File: config.mk
export PLATFORM = sky130hd
export DESIGN_NAME = sts_supervisor
export DESIGN_NICKNAME = d
export VERILOG_FILES = /design/src/sts_pkg.sv /design/src/sts_supervisor.sv
export VERILOG_INCLUDE_DIRS = /design/src
export SDC_FILE = /design/constraint.sdc
export NUM_CORES = 2
export LEC_CHECK = 0
export ABC_AREA = 0
export BUFFER_PORTS_ARGS = -buffer_cell sky130_fd_sc_hd__buf_2
export CORE_MARGIN = 8
export CORE_UTILIZATION = 45
export CTS_CLUSTER_SIZE = 8
export DETAILED_ROUTE_END_ITERATION = 8
export GPL_TIMING_DRIVEN = 0
export PLACE_DENSITY = 0.73
export SLEW_MARGIN = 20
export SYNTH_ARGS = -nofsm -noshare
export SYNTH_HDL_FRONTEND = slang
export SYNTH_SLANG_ARGS = --single-unit
File: constraint.sdc
create_clock -name clk -period 2.9 [get_ports clk]
set_input_delay 0.58 -clock clk [delete_from_list [all_inputs] [get_ports clk]]
set_output_delay 0.58 -clock clk [all_outputs]
set_load 0.05 [all_outputs]
File: src/sts_defs.svh
// constants of the self-test and random generator supervisor
`ifndef STS_DEFS_SVH
`define STS_DEFS_SVH

// seeding of the main generator
`define STS_SEED_BYTES 7'd64
`define STS_MIN_ENTROPY 10'd414
`define STS_CREDIT_MAX 10'h3ff

// entropy health tests
`define STS_RCT_CUTOFF 3'd5
`define STS_APT_CUTOFF 5'd13

// firmware integrity code, reflected form
`define STS_CRC_INIT 16'hffff
`define STS_CRC_POLY 16'h8408
`define STS_CRC_XOROUT 16'hffff

// algorithm status field
`define STS_ALGO_RESET 32'h0000000e
`define STS_BIT_SHA1 1
`define STS_BIT_SHA256 2
`define STS_BIT_SHA384 3

// return codes
`define STS_RC_SUCCESS 32'h00000000
`define STS_RC_FAILURE 32'h000000f1
`define STS_RC_TESTING 32'h000000f2

// known-answer test sizes in bytes
`define STS_KAT_SEED_LEN 7'd64
`define STS_KAT_DRBG_OUT 7'd32
`define STS_KAT_MSG_LEN 7'd16
`define STS_KAT_SHA1_OUT 7'd20
`define STS_KAT_SHA256_OUT 7'd32
`define STS_KAT_SHA384_OUT 7'd48

`endif

File: src/sts_pkg.sv
// types of the self-test and random generator supervisor
package sts_pkg;

  typedef enum logic [2:0] {
    CMD_STIR, CMD_FULL, CMD_INCR, CMD_RESULT, CMD_CAP, CMD_OTHER
  } sts_cmd_e;

  typedef enum logic [2:0] {
    ST_HW, ST_ENT, ST_CRC, ST_KAT, ST_IDLE, ST_RESEED, ST_FAIL
  } sts_state_e;

  typedef enum logic [1:0] {T_DRBG, T_SHA1, T_SHA256, T_SHA384} sts_test_e;

  typedef struct packed {
    logic valid;
    sts_cmd_e code;
    logic full;
  } sts_cmd_s;

  typedef struct packed {
    logic valid;
    logic [31:0] code;
    logic [31:0] algo;
  } sts_rsp_s;

  typedef struct packed {
    logic valid;
    logic [7:0] data;
    logic [3:0] credit;
  } sts_ent_s;

  typedef struct packed {
    logic valid;
    logic [7:0] data;
    logic last;
  } sts_fw_s;

  typedef struct packed {
    logic [6:0] seed_len;
    logic [6:0] msg_len;
    logic [6:0] out_len;
  } sts_kat_cfg_s;

  typedef struct packed {
    sts_state_e st;
    sts_test_e tst;
    logic kat_busy;
    logic kat_start;
    logic failed;
    logic pend;
    logic crc_ok;
    logic [31:0] algo;
    logic [15:0] crc;
    logic [511:0] seed;
    logic [511:0] seed_out;
    logic seed_vld;
    logic [6:0] nbytes;
    logic [9:0] credit;
    logic have;
    logic [7:0] last;
    logic [2:0] repetition_count_test;
    logic [8:0] apt_n;
    logic [7:0] apt_ref;
    logic [4:0] apt_cnt;
    sts_rsp_s rsp;
  } sts_reg_s;

endpackage

File: src/sts_supervisor.sv
// self-test and random generator supervisor
`timescale 1ns/1ns
`include "sts_defs.svh"

// Behaviour
// - seed main generator with 512 entropy bits
// - seed released only with 414 bits entropy
// - stir random command reseeds main generator
// - transient generator serves primary key requests only
// - tests run automatically, or on command
// - test failure returns failure code, enters failure
// - failure blocks crypto work and data output
// - failure accepts only result and capability queries
// - failure left only through reset
// - no success flag, dependent commands just work
// - firmware checked with ISO CRC-16 against reference
// - full test reruns CRC, reported in bit 1
// - hardware sensor flags checked during boot
// - repetition and proportion health tests on entropy
// - generator test: 64-byte seed, 32-byte output
// - hash tests: 16 bytes in, bits 1-3
// - result response: status word, then algorithm list
module sts_supervisor
  import sts_pkg::*;
(
  input wire logic clk,
  input wire logic nrst,
  input wire sts_cmd_s cmd,
  output logic cmd_ready,
  output sts_rsp_s rsp,
  output logic [31:0] status_code,
  output logic failure,
  input wire sts_ent_s ent,
  output logic ent_ready,
  output logic [511:0] main_generator_seed,
  output logic main_seed_valid,
  input wire logic [7:0] hw_sensor_flags,
  output logic fw_req,
  input wire sts_fw_s fw,
  input wire logic [15:0] fw_crc_ref,
  output logic kat_start,
  output sts_test_e kat_sel,
  output sts_kat_cfg_s kat_cfg,
  input wire logic kat_done,
  input wire logic kat_pass,
  input wire logic rnd_req,
  input wire logic rnd_primary,
  output logic main_gen_req,
  output logic transient_gen_req,
  output logic crypto_enable,
  output logic data_out_enable
);

  // ==========================================================
  // helpers
  function automatic logic [15:0] crc16_byte(input logic [15:0] c, input logic [7:0] d);
    logic [15:0] r;
    r = c ^ {8'h00, d};
    for (int i = 0; i < 8; i++) begin
      r = r[0] ? ((r >> 1) ^ `STS_CRC_POLY) : (r >> 1);
    end
    return r;
  endfunction

  function automatic logic [31:0] result_word(input logic f, input logic [31:0] a);
    if (f) begin
      return `STS_RC_FAILURE;
    end
    return (a != 32'h00000000) ? `STS_RC_TESTING : `STS_RC_SUCCESS;
  endfunction

  function automatic sts_kat_cfg_s kat_cfg_of(input sts_test_e t);
    sts_kat_cfg_s c;
    c.seed_len = 7'd0;
    c.msg_len = `STS_KAT_MSG_LEN;
    c.out_len = `STS_KAT_SHA1_OUT;
    case (t)
      T_DRBG: begin
        c.seed_len = `STS_KAT_SEED_LEN;
        c.msg_len = 7'd0;
        c.out_len = `STS_KAT_DRBG_OUT;
      end
      T_SHA256: c.out_len = `STS_KAT_SHA256_OUT;
      T_SHA384: c.out_len = `STS_KAT_SHA384_OUT;
      default: c.out_len = `STS_KAT_SHA1_OUT;
    endcase
    return c;
  endfunction

  // ==========================================================
  // state
  sts_reg_s s;
  sts_reg_s next_s;
  logic seed_ready;
  logic ent_take;
  logic go_fail;
  logic [10:0] credit_sum;

  assign seed_ready = (s.nbytes == `STS_SEED_BYTES) && (s.credit >= `STS_MIN_ENTROPY);
  assign ent_ready = ((s.st == ST_ENT) || (s.st == ST_RESEED)) && !seed_ready;
  assign ent_take = ent.valid && ent_ready;
  assign credit_sum = {1'b0, s.credit} + {7'h00, ent.credit};

  // ==========================================================
  // next state
  always_comb begin
    next_s = s;
    go_fail = 1'b0;
    next_s.seed_vld = 1'b0;
    next_s.kat_start = 1'b0;
    next_s.rsp.valid = 1'b0;

    // seed collection and health tests
    if (ent_take) begin
      next_s.seed = {s.seed[503:0], ent.data};
      if (s.nbytes != `STS_SEED_BYTES) begin
        next_s.nbytes = s.nbytes + 7'd1;
      end
      next_s.credit = credit_sum[10] ? `STS_CREDIT_MAX : credit_sum[9:0];
      next_s.have = 1'b1;
      next_s.last = ent.data;
      if (s.have && (ent.data == s.last)) begin
        next_s.repetition_count_test = s.repetition_count_test + 3'd1;
        if (s.repetition_count_test == (`STS_RCT_CUTOFF - 3'd2)) begin
          go_fail = 1'b1;
        end
      end else begin
        next_s.repetition_count_test = 3'd0;
      end
      next_s.apt_n = s.apt_n + 9'd1;
      if (s.apt_n == 9'd0) begin
        next_s.apt_ref = ent.data;
        next_s.apt_cnt = 5'd1;
      end else if (ent.data == s.apt_ref) begin
        next_s.apt_cnt = s.apt_cnt + 5'd1;
        if (s.apt_cnt == (`STS_APT_CUTOFF - 5'd1)) begin
          go_fail = 1'b1;
        end
      end
    end

    case (s.st)
      ST_HW: begin
        if (hw_sensor_flags != 8'h00) begin
          go_fail = 1'b1;
        end else begin
          next_s.st = ST_ENT;
        end
      end
      ST_ENT, ST_RESEED: begin
        if (seed_ready) begin
          next_s.seed_vld = 1'b1;
          next_s.seed_out = s.seed;
          next_s.nbytes = 7'd0;
          next_s.credit = 10'd0;
          if (s.st == ST_ENT) begin
            next_s.st = ST_CRC;
          end else begin
            next_s.st = ST_IDLE;
            next_s.pend = 1'b0;
            next_s.rsp = '{1'b1, `STS_RC_SUCCESS, 32'h00000000};
          end
        end
      end
      ST_CRC: begin
        if (fw.valid) begin
          next_s.crc = crc16_byte(s.crc, fw.data);
          if (fw.last) begin
            next_s.crc = `STS_CRC_INIT;
            if ((crc16_byte(s.crc, fw.data) ^ `STS_CRC_XOROUT) == fw_crc_ref) begin
              next_s.crc_ok = 1'b1;
              next_s.st = ST_KAT;
              next_s.tst = T_DRBG;
            end else begin
              go_fail = 1'b1;
            end
          end
        end
      end
      ST_KAT: begin
        if (!s.kat_busy) begin
          next_s.kat_start = 1'b1;
          next_s.kat_busy = 1'b1;
        end else if (kat_done) begin
          next_s.kat_busy = 1'b0;
          if (!kat_pass) begin
            go_fail = 1'b1;
          end else begin
            case (s.tst)
              T_SHA1: next_s.algo[`STS_BIT_SHA1] = !s.crc_ok;
              T_SHA256: next_s.algo[`STS_BIT_SHA256] = 1'b0;
              T_SHA384: next_s.algo[`STS_BIT_SHA384] = 1'b0;
              default: next_s.algo = s.algo;
            endcase
            if (s.tst == T_SHA384) begin
              next_s.st = ST_IDLE;
              if (s.pend) begin
                next_s.pend = 1'b0;
                next_s.rsp = '{1'b1, `STS_RC_SUCCESS, 32'h00000000};
              end
            end else begin
              next_s.tst = sts_test_e'(s.tst + 2'd1);
            end
          end
        end
      end
      ST_IDLE: begin
        if (cmd.valid) begin
          case (cmd.code)
            CMD_STIR: begin
              next_s.st = ST_RESEED;
              next_s.nbytes = 7'd0;
              next_s.credit = 10'd0;
              next_s.pend = 1'b1;
            end
            CMD_FULL, CMD_INCR: begin
              next_s.pend = 1'b1;
              next_s.tst = T_DRBG;
              if ((cmd.code == CMD_FULL) && cmd.full) begin
                next_s.crc_ok = 1'b0;
                next_s.algo = s.algo | `STS_ALGO_RESET;
                next_s.crc = `STS_CRC_INIT;
                next_s.st = ST_CRC;
              end else begin
                next_s.st = ST_KAT;
              end
            end
            CMD_RESULT: next_s.rsp = '{1'b1, result_word(s.failed, s.algo), s.algo};
            default: next_s.rsp = '{1'b1, `STS_RC_SUCCESS, 32'h00000000};
          endcase
        end
      end
      ST_FAIL: begin
        if (cmd.valid) begin
          case (cmd.code)
            CMD_RESULT: next_s.rsp = '{1'b1, result_word(s.failed, s.algo), s.algo};
            CMD_CAP: next_s.rsp = '{1'b1, `STS_RC_SUCCESS, 32'h00000000};
            default: next_s.rsp = '{1'b1, `STS_RC_FAILURE, 32'h00000000};
          endcase
        end
      end
      default: go_fail = 1'b1;
    endcase

    if (go_fail && (s.st != ST_FAIL)) begin
      next_s.st = ST_FAIL;
      next_s.failed = 1'b1;
      next_s.kat_busy = 1'b0;
      next_s.pend = 1'b0;
      next_s.rsp = '{1'b1, `STS_RC_FAILURE, s.algo};
    end
  end

  always_ff @(posedge clk) begin
    if (!nrst) begin
      s <= '0;
      s.st <= ST_HW;
      s.algo <= `STS_ALGO_RESET;
      s.crc <= `STS_CRC_INIT;
    end else begin
      s <= next_s;
    end
  end

  // ==========================================================
  // outputs
  assign cmd_ready = (s.st == ST_IDLE) || (s.st == ST_FAIL);
  assign rsp = s.rsp;
  assign status_code = s.failed ? `STS_RC_FAILURE : `STS_RC_SUCCESS;
  assign failure = s.failed;
  assign main_generator_seed = s.seed_out;
  assign main_seed_valid = s.seed_vld;
  assign fw_req = (s.st == ST_CRC);
  assign kat_start = s.kat_start;
  assign kat_sel = s.tst;
  assign kat_cfg = kat_cfg_of(s.tst);
  assign crypto_enable = (s.st == ST_IDLE) && !s.failed;
  assign data_out_enable = !s.failed;
  assign main_gen_req = rnd_req && !rnd_primary && crypto_enable;
  assign transient_gen_req = rnd_req && rnd_primary && crypto_enable;

  // ==========================================================
  // checks
  a_fail_sticky: assert property (@(posedge clk) disable iff (!nrst)
    s.failed |=> (s.failed && (s.st == ST_FAIL)))
    else $error("failure state was left without reset");
  a_fail_blocks: assert property (@(posedge clk) disable iff (!nrst)
    s.failed |-> (!data_out_enable && !crypto_enable && !main_gen_req && !transient_gen_req))
    else $error("output or crypto work not blocked in failure");
  a_fail_rejects: assert property (@(posedge clk) disable iff (!nrst)
    (s.st == ST_FAIL && cmd.valid && cmd.code != CMD_RESULT && cmd.code != CMD_CAP)
    |=> (rsp.valid && rsp.code == `STS_RC_FAILURE))
    else $error("command not rejected in failure");
  a_fail_code: assert property (@(posedge clk) disable iff (!nrst)
    $rose(s.failed) |-> (rsp.valid && rsp.code == `STS_RC_FAILURE
      && status_code == `STS_RC_FAILURE))
    else $error("failure code missing on failure entry");
  a_seed_entropy: assert property (@(posedge clk) disable iff (!nrst)
    main_seed_valid |-> ($past(s.nbytes) == 7'd64 && $past(s.credit) >= 10'd414
      && main_generator_seed == $past(s.seed)))
    else $error("seed released without full width or entropy");
  a_stir_reseeds: assert property (@(posedge clk) disable iff (!nrst)
    (s.st == ST_IDLE && cmd.valid && cmd.code == CMD_STIR)
    |=> (s.st == ST_RESEED && s.nbytes == 7'd0 && ent_ready))
    else $error("stir command did not start a reseed");
  a_gen_route: assert property (@(posedge clk) disable iff (!nrst)
    (transient_gen_req |-> rnd_primary) and (main_gen_req |-> !rnd_primary))
    else $error("random request routed to wrong generator");
  a_hw_check: assert property (@(posedge clk) disable iff (!nrst)
    (s.st == ST_HW && hw_sensor_flags != 8'h00) |=> s.failed)
    else $error("sensor flag did not cause failure");
  a_rct_fail: assert property (@(posedge clk) disable iff (!nrst)
    (ent_take && s.have && ent.data == s.last && s.repetition_count_test == 3'd3) |=> s.failed)
    else $error("repetition count test missed a failure");
  a_crc_fail: assert property (@(posedge clk) disable iff (!nrst)
    (s.st == ST_CRC && fw.valid && fw.last
      && (crc16_byte(s.crc, fw.data) ^ 16'hffff) != fw_crc_ref) |=> s.failed)
    else $error("integrity mismatch did not cause failure");
  a_full_rerun: assert property (@(posedge clk) disable iff (!nrst)
    (s.st == ST_IDLE && cmd.valid && cmd.code == CMD_FULL && cmd.full)
    |=> (s.st == ST_CRC && s.algo[1] && fw_req))
    else $error("full test did not rerun integrity check");
  a_kat_clear: assert property (@(posedge clk) disable iff (!nrst)
    (s.st == ST_KAT && s.kat_busy && kat_done && kat_pass && s.tst == T_SHA256)
    |=> (!s.algo[2] && s.tst == T_SHA384 ##1 kat_start))
    else $error("hash test pass not recorded");
  a_ready_gate: assert property (@(posedge clk) disable iff (!nrst)
    crypto_enable |-> (s.algo == 32'h00000000 && !s.failed))
    else $error("crypto enabled before tests completed");
  a_result_word: assert property (@(posedge clk) disable iff (!nrst)
    (cmd_ready && cmd.valid && cmd.code == CMD_RESULT)
    |=> (rsp.valid && (rsp.code == 32'h00000000) == (rsp.algo == 32'h00000000 && !s.failed)))
    else $error("result status word inconsistent with list");

endmodule // sts_supervisor

== Yosys cells after proc, flatten, opt, wreduce, memory -nomap -nowiden ==
Cells that the tools add are included.

* Bitwise logic cells: 11
* Multiplexer cells: 102
* Equality and inequality tests: 57
* Reduce and logical (&&, ||, !) cells: 54
* $add $sub $neg: 6
* $lt $le $gt $ge: 1

{| class="wikitable"
|+ Operators with widths
! cell !! number
|-
| 65-bit two-way mux || 10
|-
| 65-bit one-hot mux with 4 select lines || 1
|-
| 16-bit two-way mux || 10
|-
| 65-bit one-hot mux with 2 select lines || 1
|-
| 64-bit one-hot mux with 2 select lines || 1
|-
| 49-bit two-way mux || 2
|-
| 32-bit two-way mux || 3
|-
| 51-bit two-way mux || 1
|-
| 50-bit two-way mux || 1
|-
| 5-bit two-way mux || 8
|-
| 3-bit != test, second input constant || 12
|-
| 17-bit two-way mux || 2
|-
| 17-bit one-hot mux with 2 select lines || 1
|-
| 1-bit two-way mux || 33
|-
| 16-bit one-hot mux with 2 select lines || 1
|-
| 32-bit nonzero test || 1
|-
| 2-bit != test, second input constant || 15
|-
| 8-bit two-way mux || 3
|-
| 2-bit NOT with 3-bit output || 8
|-
| 12-bit AND reduction || 2
|-
| 8-bit AND reduction || 3
|-
| 11-bit AND reduction || 2
|-
| 18-bit two-way mux || 1
|-
| 3-bit two-way mux || 6
|-
| 57 further kinds || 103
|}

* Logic and storage cells: 258
* Output and inout bits: 642
* Bits in registers: 1,170
* Input port bits: 58

== Longest topological paths before layout ==
* Depth after elaboration: 26
* Gate-level depth with buffers: 10
* Depth with buffers taken out: 10

== Least setup slack after synthesis ==
OpenSTA, ideal clock, no wires.

* Path kind: flip-flop to output port
* From: register s[1198] in the netlist's numbering
* To: output main_gen_req
* Data arrival time: 3.385 ns
* Path slack: -1.065 ns
* Cell stages (with the launch flop): 8
* Path buffers: 1
* Data required time: 2.320 ns
* Cells stage by stage: dfxtp_1 clkbuf_1 clkinv_1 nor2_1 nand2_1 nor2_1 nand2_1 nor2_1

* Longest elaborated chain between the ends: 3

{| class="wikitable"
|+ Ends and longest elaborated chain
! what !! RTL line !! source
|-
| start: declaration || sts_supervisor.sv:92 || <nowiki>sts_reg_s s;</nowiki>
|-
| start signal: assignment || sts_supervisor.sv:261 || <nowiki>s <= next_s;</nowiki>
|-
| 3-bit == test || - ||
|-
| 1-bit logical AND || sts_supervisor.sv:277 || <nowiki>assign crypto_enable = (s.st == ST_IDLE) && !s.failed;</nowiki>
|-
| named net crypto_enable || sts_supervisor.sv:50 || <nowiki>output logic crypto_enable,</nowiki>
|-
| 1-bit logical AND || sts_supervisor.sv:279 || <nowiki>assign main_gen_req = rnd_req && !rnd_primary && crypto_enable;</nowiki>
|-
| end: declaration || sts_supervisor.sv:48 || <nowiki>output logic main_gen_req,</nowiki>
|}

The timed path passes the listed nets, and every way through them passes these cells.

== Final worst setup path ==
* From: input nrst
* To: register s, in the netlist main_generator_seed[509]

{| class="wikitable"
|+ RTL lines
! what !! RTL line !! source
|-
| start: declaration || sts_supervisor.sv:27 || <nowiki>input wire logic nrst,</nowiki>
|}

No word-level cell between the ends.

==> out/qor.yml <==
synth:
  ys_ff_latch: 1104
  async_flop_share: 0
  synth_warnings: 0
  syn_inst: 5637
  syn-cell-area_um2: 44000
  seq_area_frac_synth: 0.503
  ys_types: 66
  avgSynthCellArea_um2: 7.80
  synth_ff_type: "dfxtp_1"
  synth_edf_count: 0
floorplanning:
  core.rowCount: 114
  start_util: 0.455
  ios: 700
  dieArea_um2: 108000
  core_um2: 96700
  die_h_um: 329
  die_width_um: 329
placement:
  place_hpwl_um: 97700
  dp_slack_ps: -1110
  port_buffers: 600
  gp_congestion: 0.909
power:
  leakagePower_nw: 21.5
  power.total_mw: 35.8
  clkPwrFrac: 0.455
  switching_power_mw: 9.47
  combPwrFrac: 0.112
  switching_share: 0.265
  sequentialPowerShare: 0.433
  ir_worst_vdd_uv: 444
  intPower_mw: 26.3
  powerDensity_nw_per_um2: 669
grt:
  first_global_vias: 36800
  grt.total_usage: 0.230
  grt_max_degree: 17
  grt-ovfl-total: 0
  antenna_found_initial: 7
  grt_pass1_wl_um: 201000
detailed_routing:
  vias: 38500
  first_pass_iters: 6
  drtIter0Drc: 2953
  drt-total-wl_um: 131000
  drcViolationCount: 0
  vias_per_cell: 4.94
  antenna_left: 0
  wl_per_cell_um: 16.8
finish:
  area.sequential_um2: 22100
  fin_nets: 6571
  fin_util: 0.552
  area_growth_pct: 21.6
  multi_input_area_um2: 16100
  drive_above_1_share: 0.230
  nFillCells: 9007
cts:
  cts.root.buffer_cell: "clkbuf_16"
  hold_buffers: 0
  clk_latency_ps: 730
  cts-buffers-inserted: 156
  cts_tree: "built"
  clock-sinks: 1104
  h-tree-depth: 4
  cts.clk_slew.worst_paths_ps: 50
  cts.path.max_buffers: 3
critical_path:
  path_cells: "clkbuf_1 > inv_2 > clkbuf_1 > clkbuf_1 > clkbuf_1 > a21oi_1"
  crit_top_cell: "clkbuf_1"
  critPathMaxFanout: 10
  cp-start-kind: "input pin"
  slowest_delay_ps: 840
  cp.required_ps: 3460
  rr_worst_depth: 7
  worstSetupEndpointType: "flop"
  crit_arrival_ps: 3360
  worstPathBufferInverterCount: 5
  cpMaxStageDelayCell: "clkbuf_1"
  path_class: "in2reg"
  crit-reg2reg-launch: "s[1143]"
  r2r_slack_ps: 110
  critPathTopFamily: "buffers and inverters"
  r2r_end: "s[1193]"
sta:
  maxSlewHeadroom: 0.280
  worst_pin_slew_ps: 1080
  hold_viol_final: 0
  setup_slack_ps: 106
  post-route-period-util: 0.963
  min_period_ps: 2790
  drv_slew: 0
  setup_tns_ps: 0
  rsz0062_at_grt: "yes"
  setup_viol: 0
  fin_skew_ps: 29.2
  fin_hold_ws_ps: 164
  fmax_ghz: 0.358
outcome:
  status: "completed"
worst_hold_path:
  min_path_type: "in2reg"
  hold_depth: 3
  worstHoldStart: "ent[7]"
  holdPathEnd: "s[632]"
flow_run:
  max_cap_viol_count: 0
## worst max-delay path by stage
| stage | from | end | slack [ps] | cells past startpoint |
|---|---|---|---|---|
| floorplan | s[1198] | main_gen_req | 0.9 | 7 |
| global placement | s[109] | s[1138] | -1070 | 10 |
| detailed placement | s[109] | s[630] | -1110 | 10 |
| CTS | s[1198] | transient_gen_req | 7 | 7 |
| global route | s[1196] | s[868] | -40 | 9 |
| finish | nrst | main_generator_seed[509] | 110 | 6 |
## cell usage in the layout (no fill, tap or decap), drive strengths merged, types with 10 or more instances in the layout
cell type,count
nand2,2124
buf,1242
dfxtp,1104
a21oi,1063
clkbuf,517
conb,98
nor2,47
xnor2,45
xor2,29
inv,29
nand3,24
o21ai,21
o22ai,19
ha,16
nor3,15
nand4,10
or3,10
## stage by stage
stage / cell area [µm²] / instances
after floorplan: 44300 / 5734
after global placement: 48900 / 7610
after detailed placement: 48900 / 7610
after CTS: 53300 / 7788
after global routing: 53400 / 7790
final: 53400 / 7793
## sequential cells by signal, indices dropped and copies added (netlist names)
register	count
rsp	7
s	580
kat_sel	2
failure	1
main_generator_seed	512
main_seed_valid	1
kat_start	1
## per-layer routing
metal,share of wire,GRT usage
met3,0.070,0.0506
met5,0.00031,0
met4,0.035,0.0905
met1,0.43,0.298
met2,0.46,0.373
## power by group through the flow
| stage | registers [mW] | clock network [mW] | logic, mW |
|---|---|---|---|
| 6_report | 15.5 | 16.3 | 3.99 |
| 5_1_grt | 15.5 | 17.2 | 4.28 |
| 4_1_cts | 15.5 | 16.6 | 3.90 |
| 3_5_place_dp | 15.8 | 0 | 3.85 |
| 3_3_place_gp | 15.8 | 0 | 3.82 |
| 2_1_floorplan | 15.8 | 0 | 2.90 |
## worst min-delay path: cells and delay by family
kind / cells / cell delay (ps)
AO/OA/AOI/OAI: 1 / 50
AND/OR/NAND/NOR: 1 / 60
buffers and inverters: 1 / 140
## area by class of cell
type	count	area share
Clock inverter	9	0.00356
Inverter	27	0.00199
Multi-Input combinational cell	3614	0.302
Timing Repair Buffer	605	0.0576
Tap cell	1276	0.0299
Clock buffer	166	0.0762
Buffer	988	0.115
Sequential cell	1104	0.414
Antenna cell	4	0.000187
## kinds of logic (layout without fill, tap and decap cells)
logic type,after synthesis,in the layout,share of synthesized area
simple gates,2274,2274,0.200
compound gates,1145,1145,0.135
flops,1104,1104,0.503
buf+inv,1016,1795,0.140
xor+xnor,74,74,0.0154
fa+ha+maj,17,17,0.00501
mux,6,6,0.00137
other cells,1,102,0.0000853
## repair_timing
| item | in CTS | in global routing |
|---|---|---|
| buffers inserted | 3 | 2 |
| pin swaps | 1 | 2 |
| gates cloned | 0 | 0 |
| resized for setup | 40 | 78 |
| endpoints found under the setup margin | 1037 | 230 |
| hold endpoints to repair | 0 | 0 |
## cell usage after synthesis (all sizes together) (19+ instances only)
| cell | count | area share |
|---|---|---|
| nand3 | 24 | 0.0027 |
| o22ai | 19 | 0.0027 |
| xor2 | 29 | 0.0058 |
| nor2 | 47 | 0.0040 |
| xnor2 | 45 | 0.0096 |
| dfxtp | 1104 | 0.50 |
| nand2 | 2124 | 0.18 |
| clkbuf | 352 | 0.030 |
| buf | 637 | 0.11 |
| a21oi | 1063 | 0.12 |
| o21ai | 21 | 0.0024 |
| inv | 26 | 0.0022 |
No activity file was read; power rests on OpenSTA's default activity.
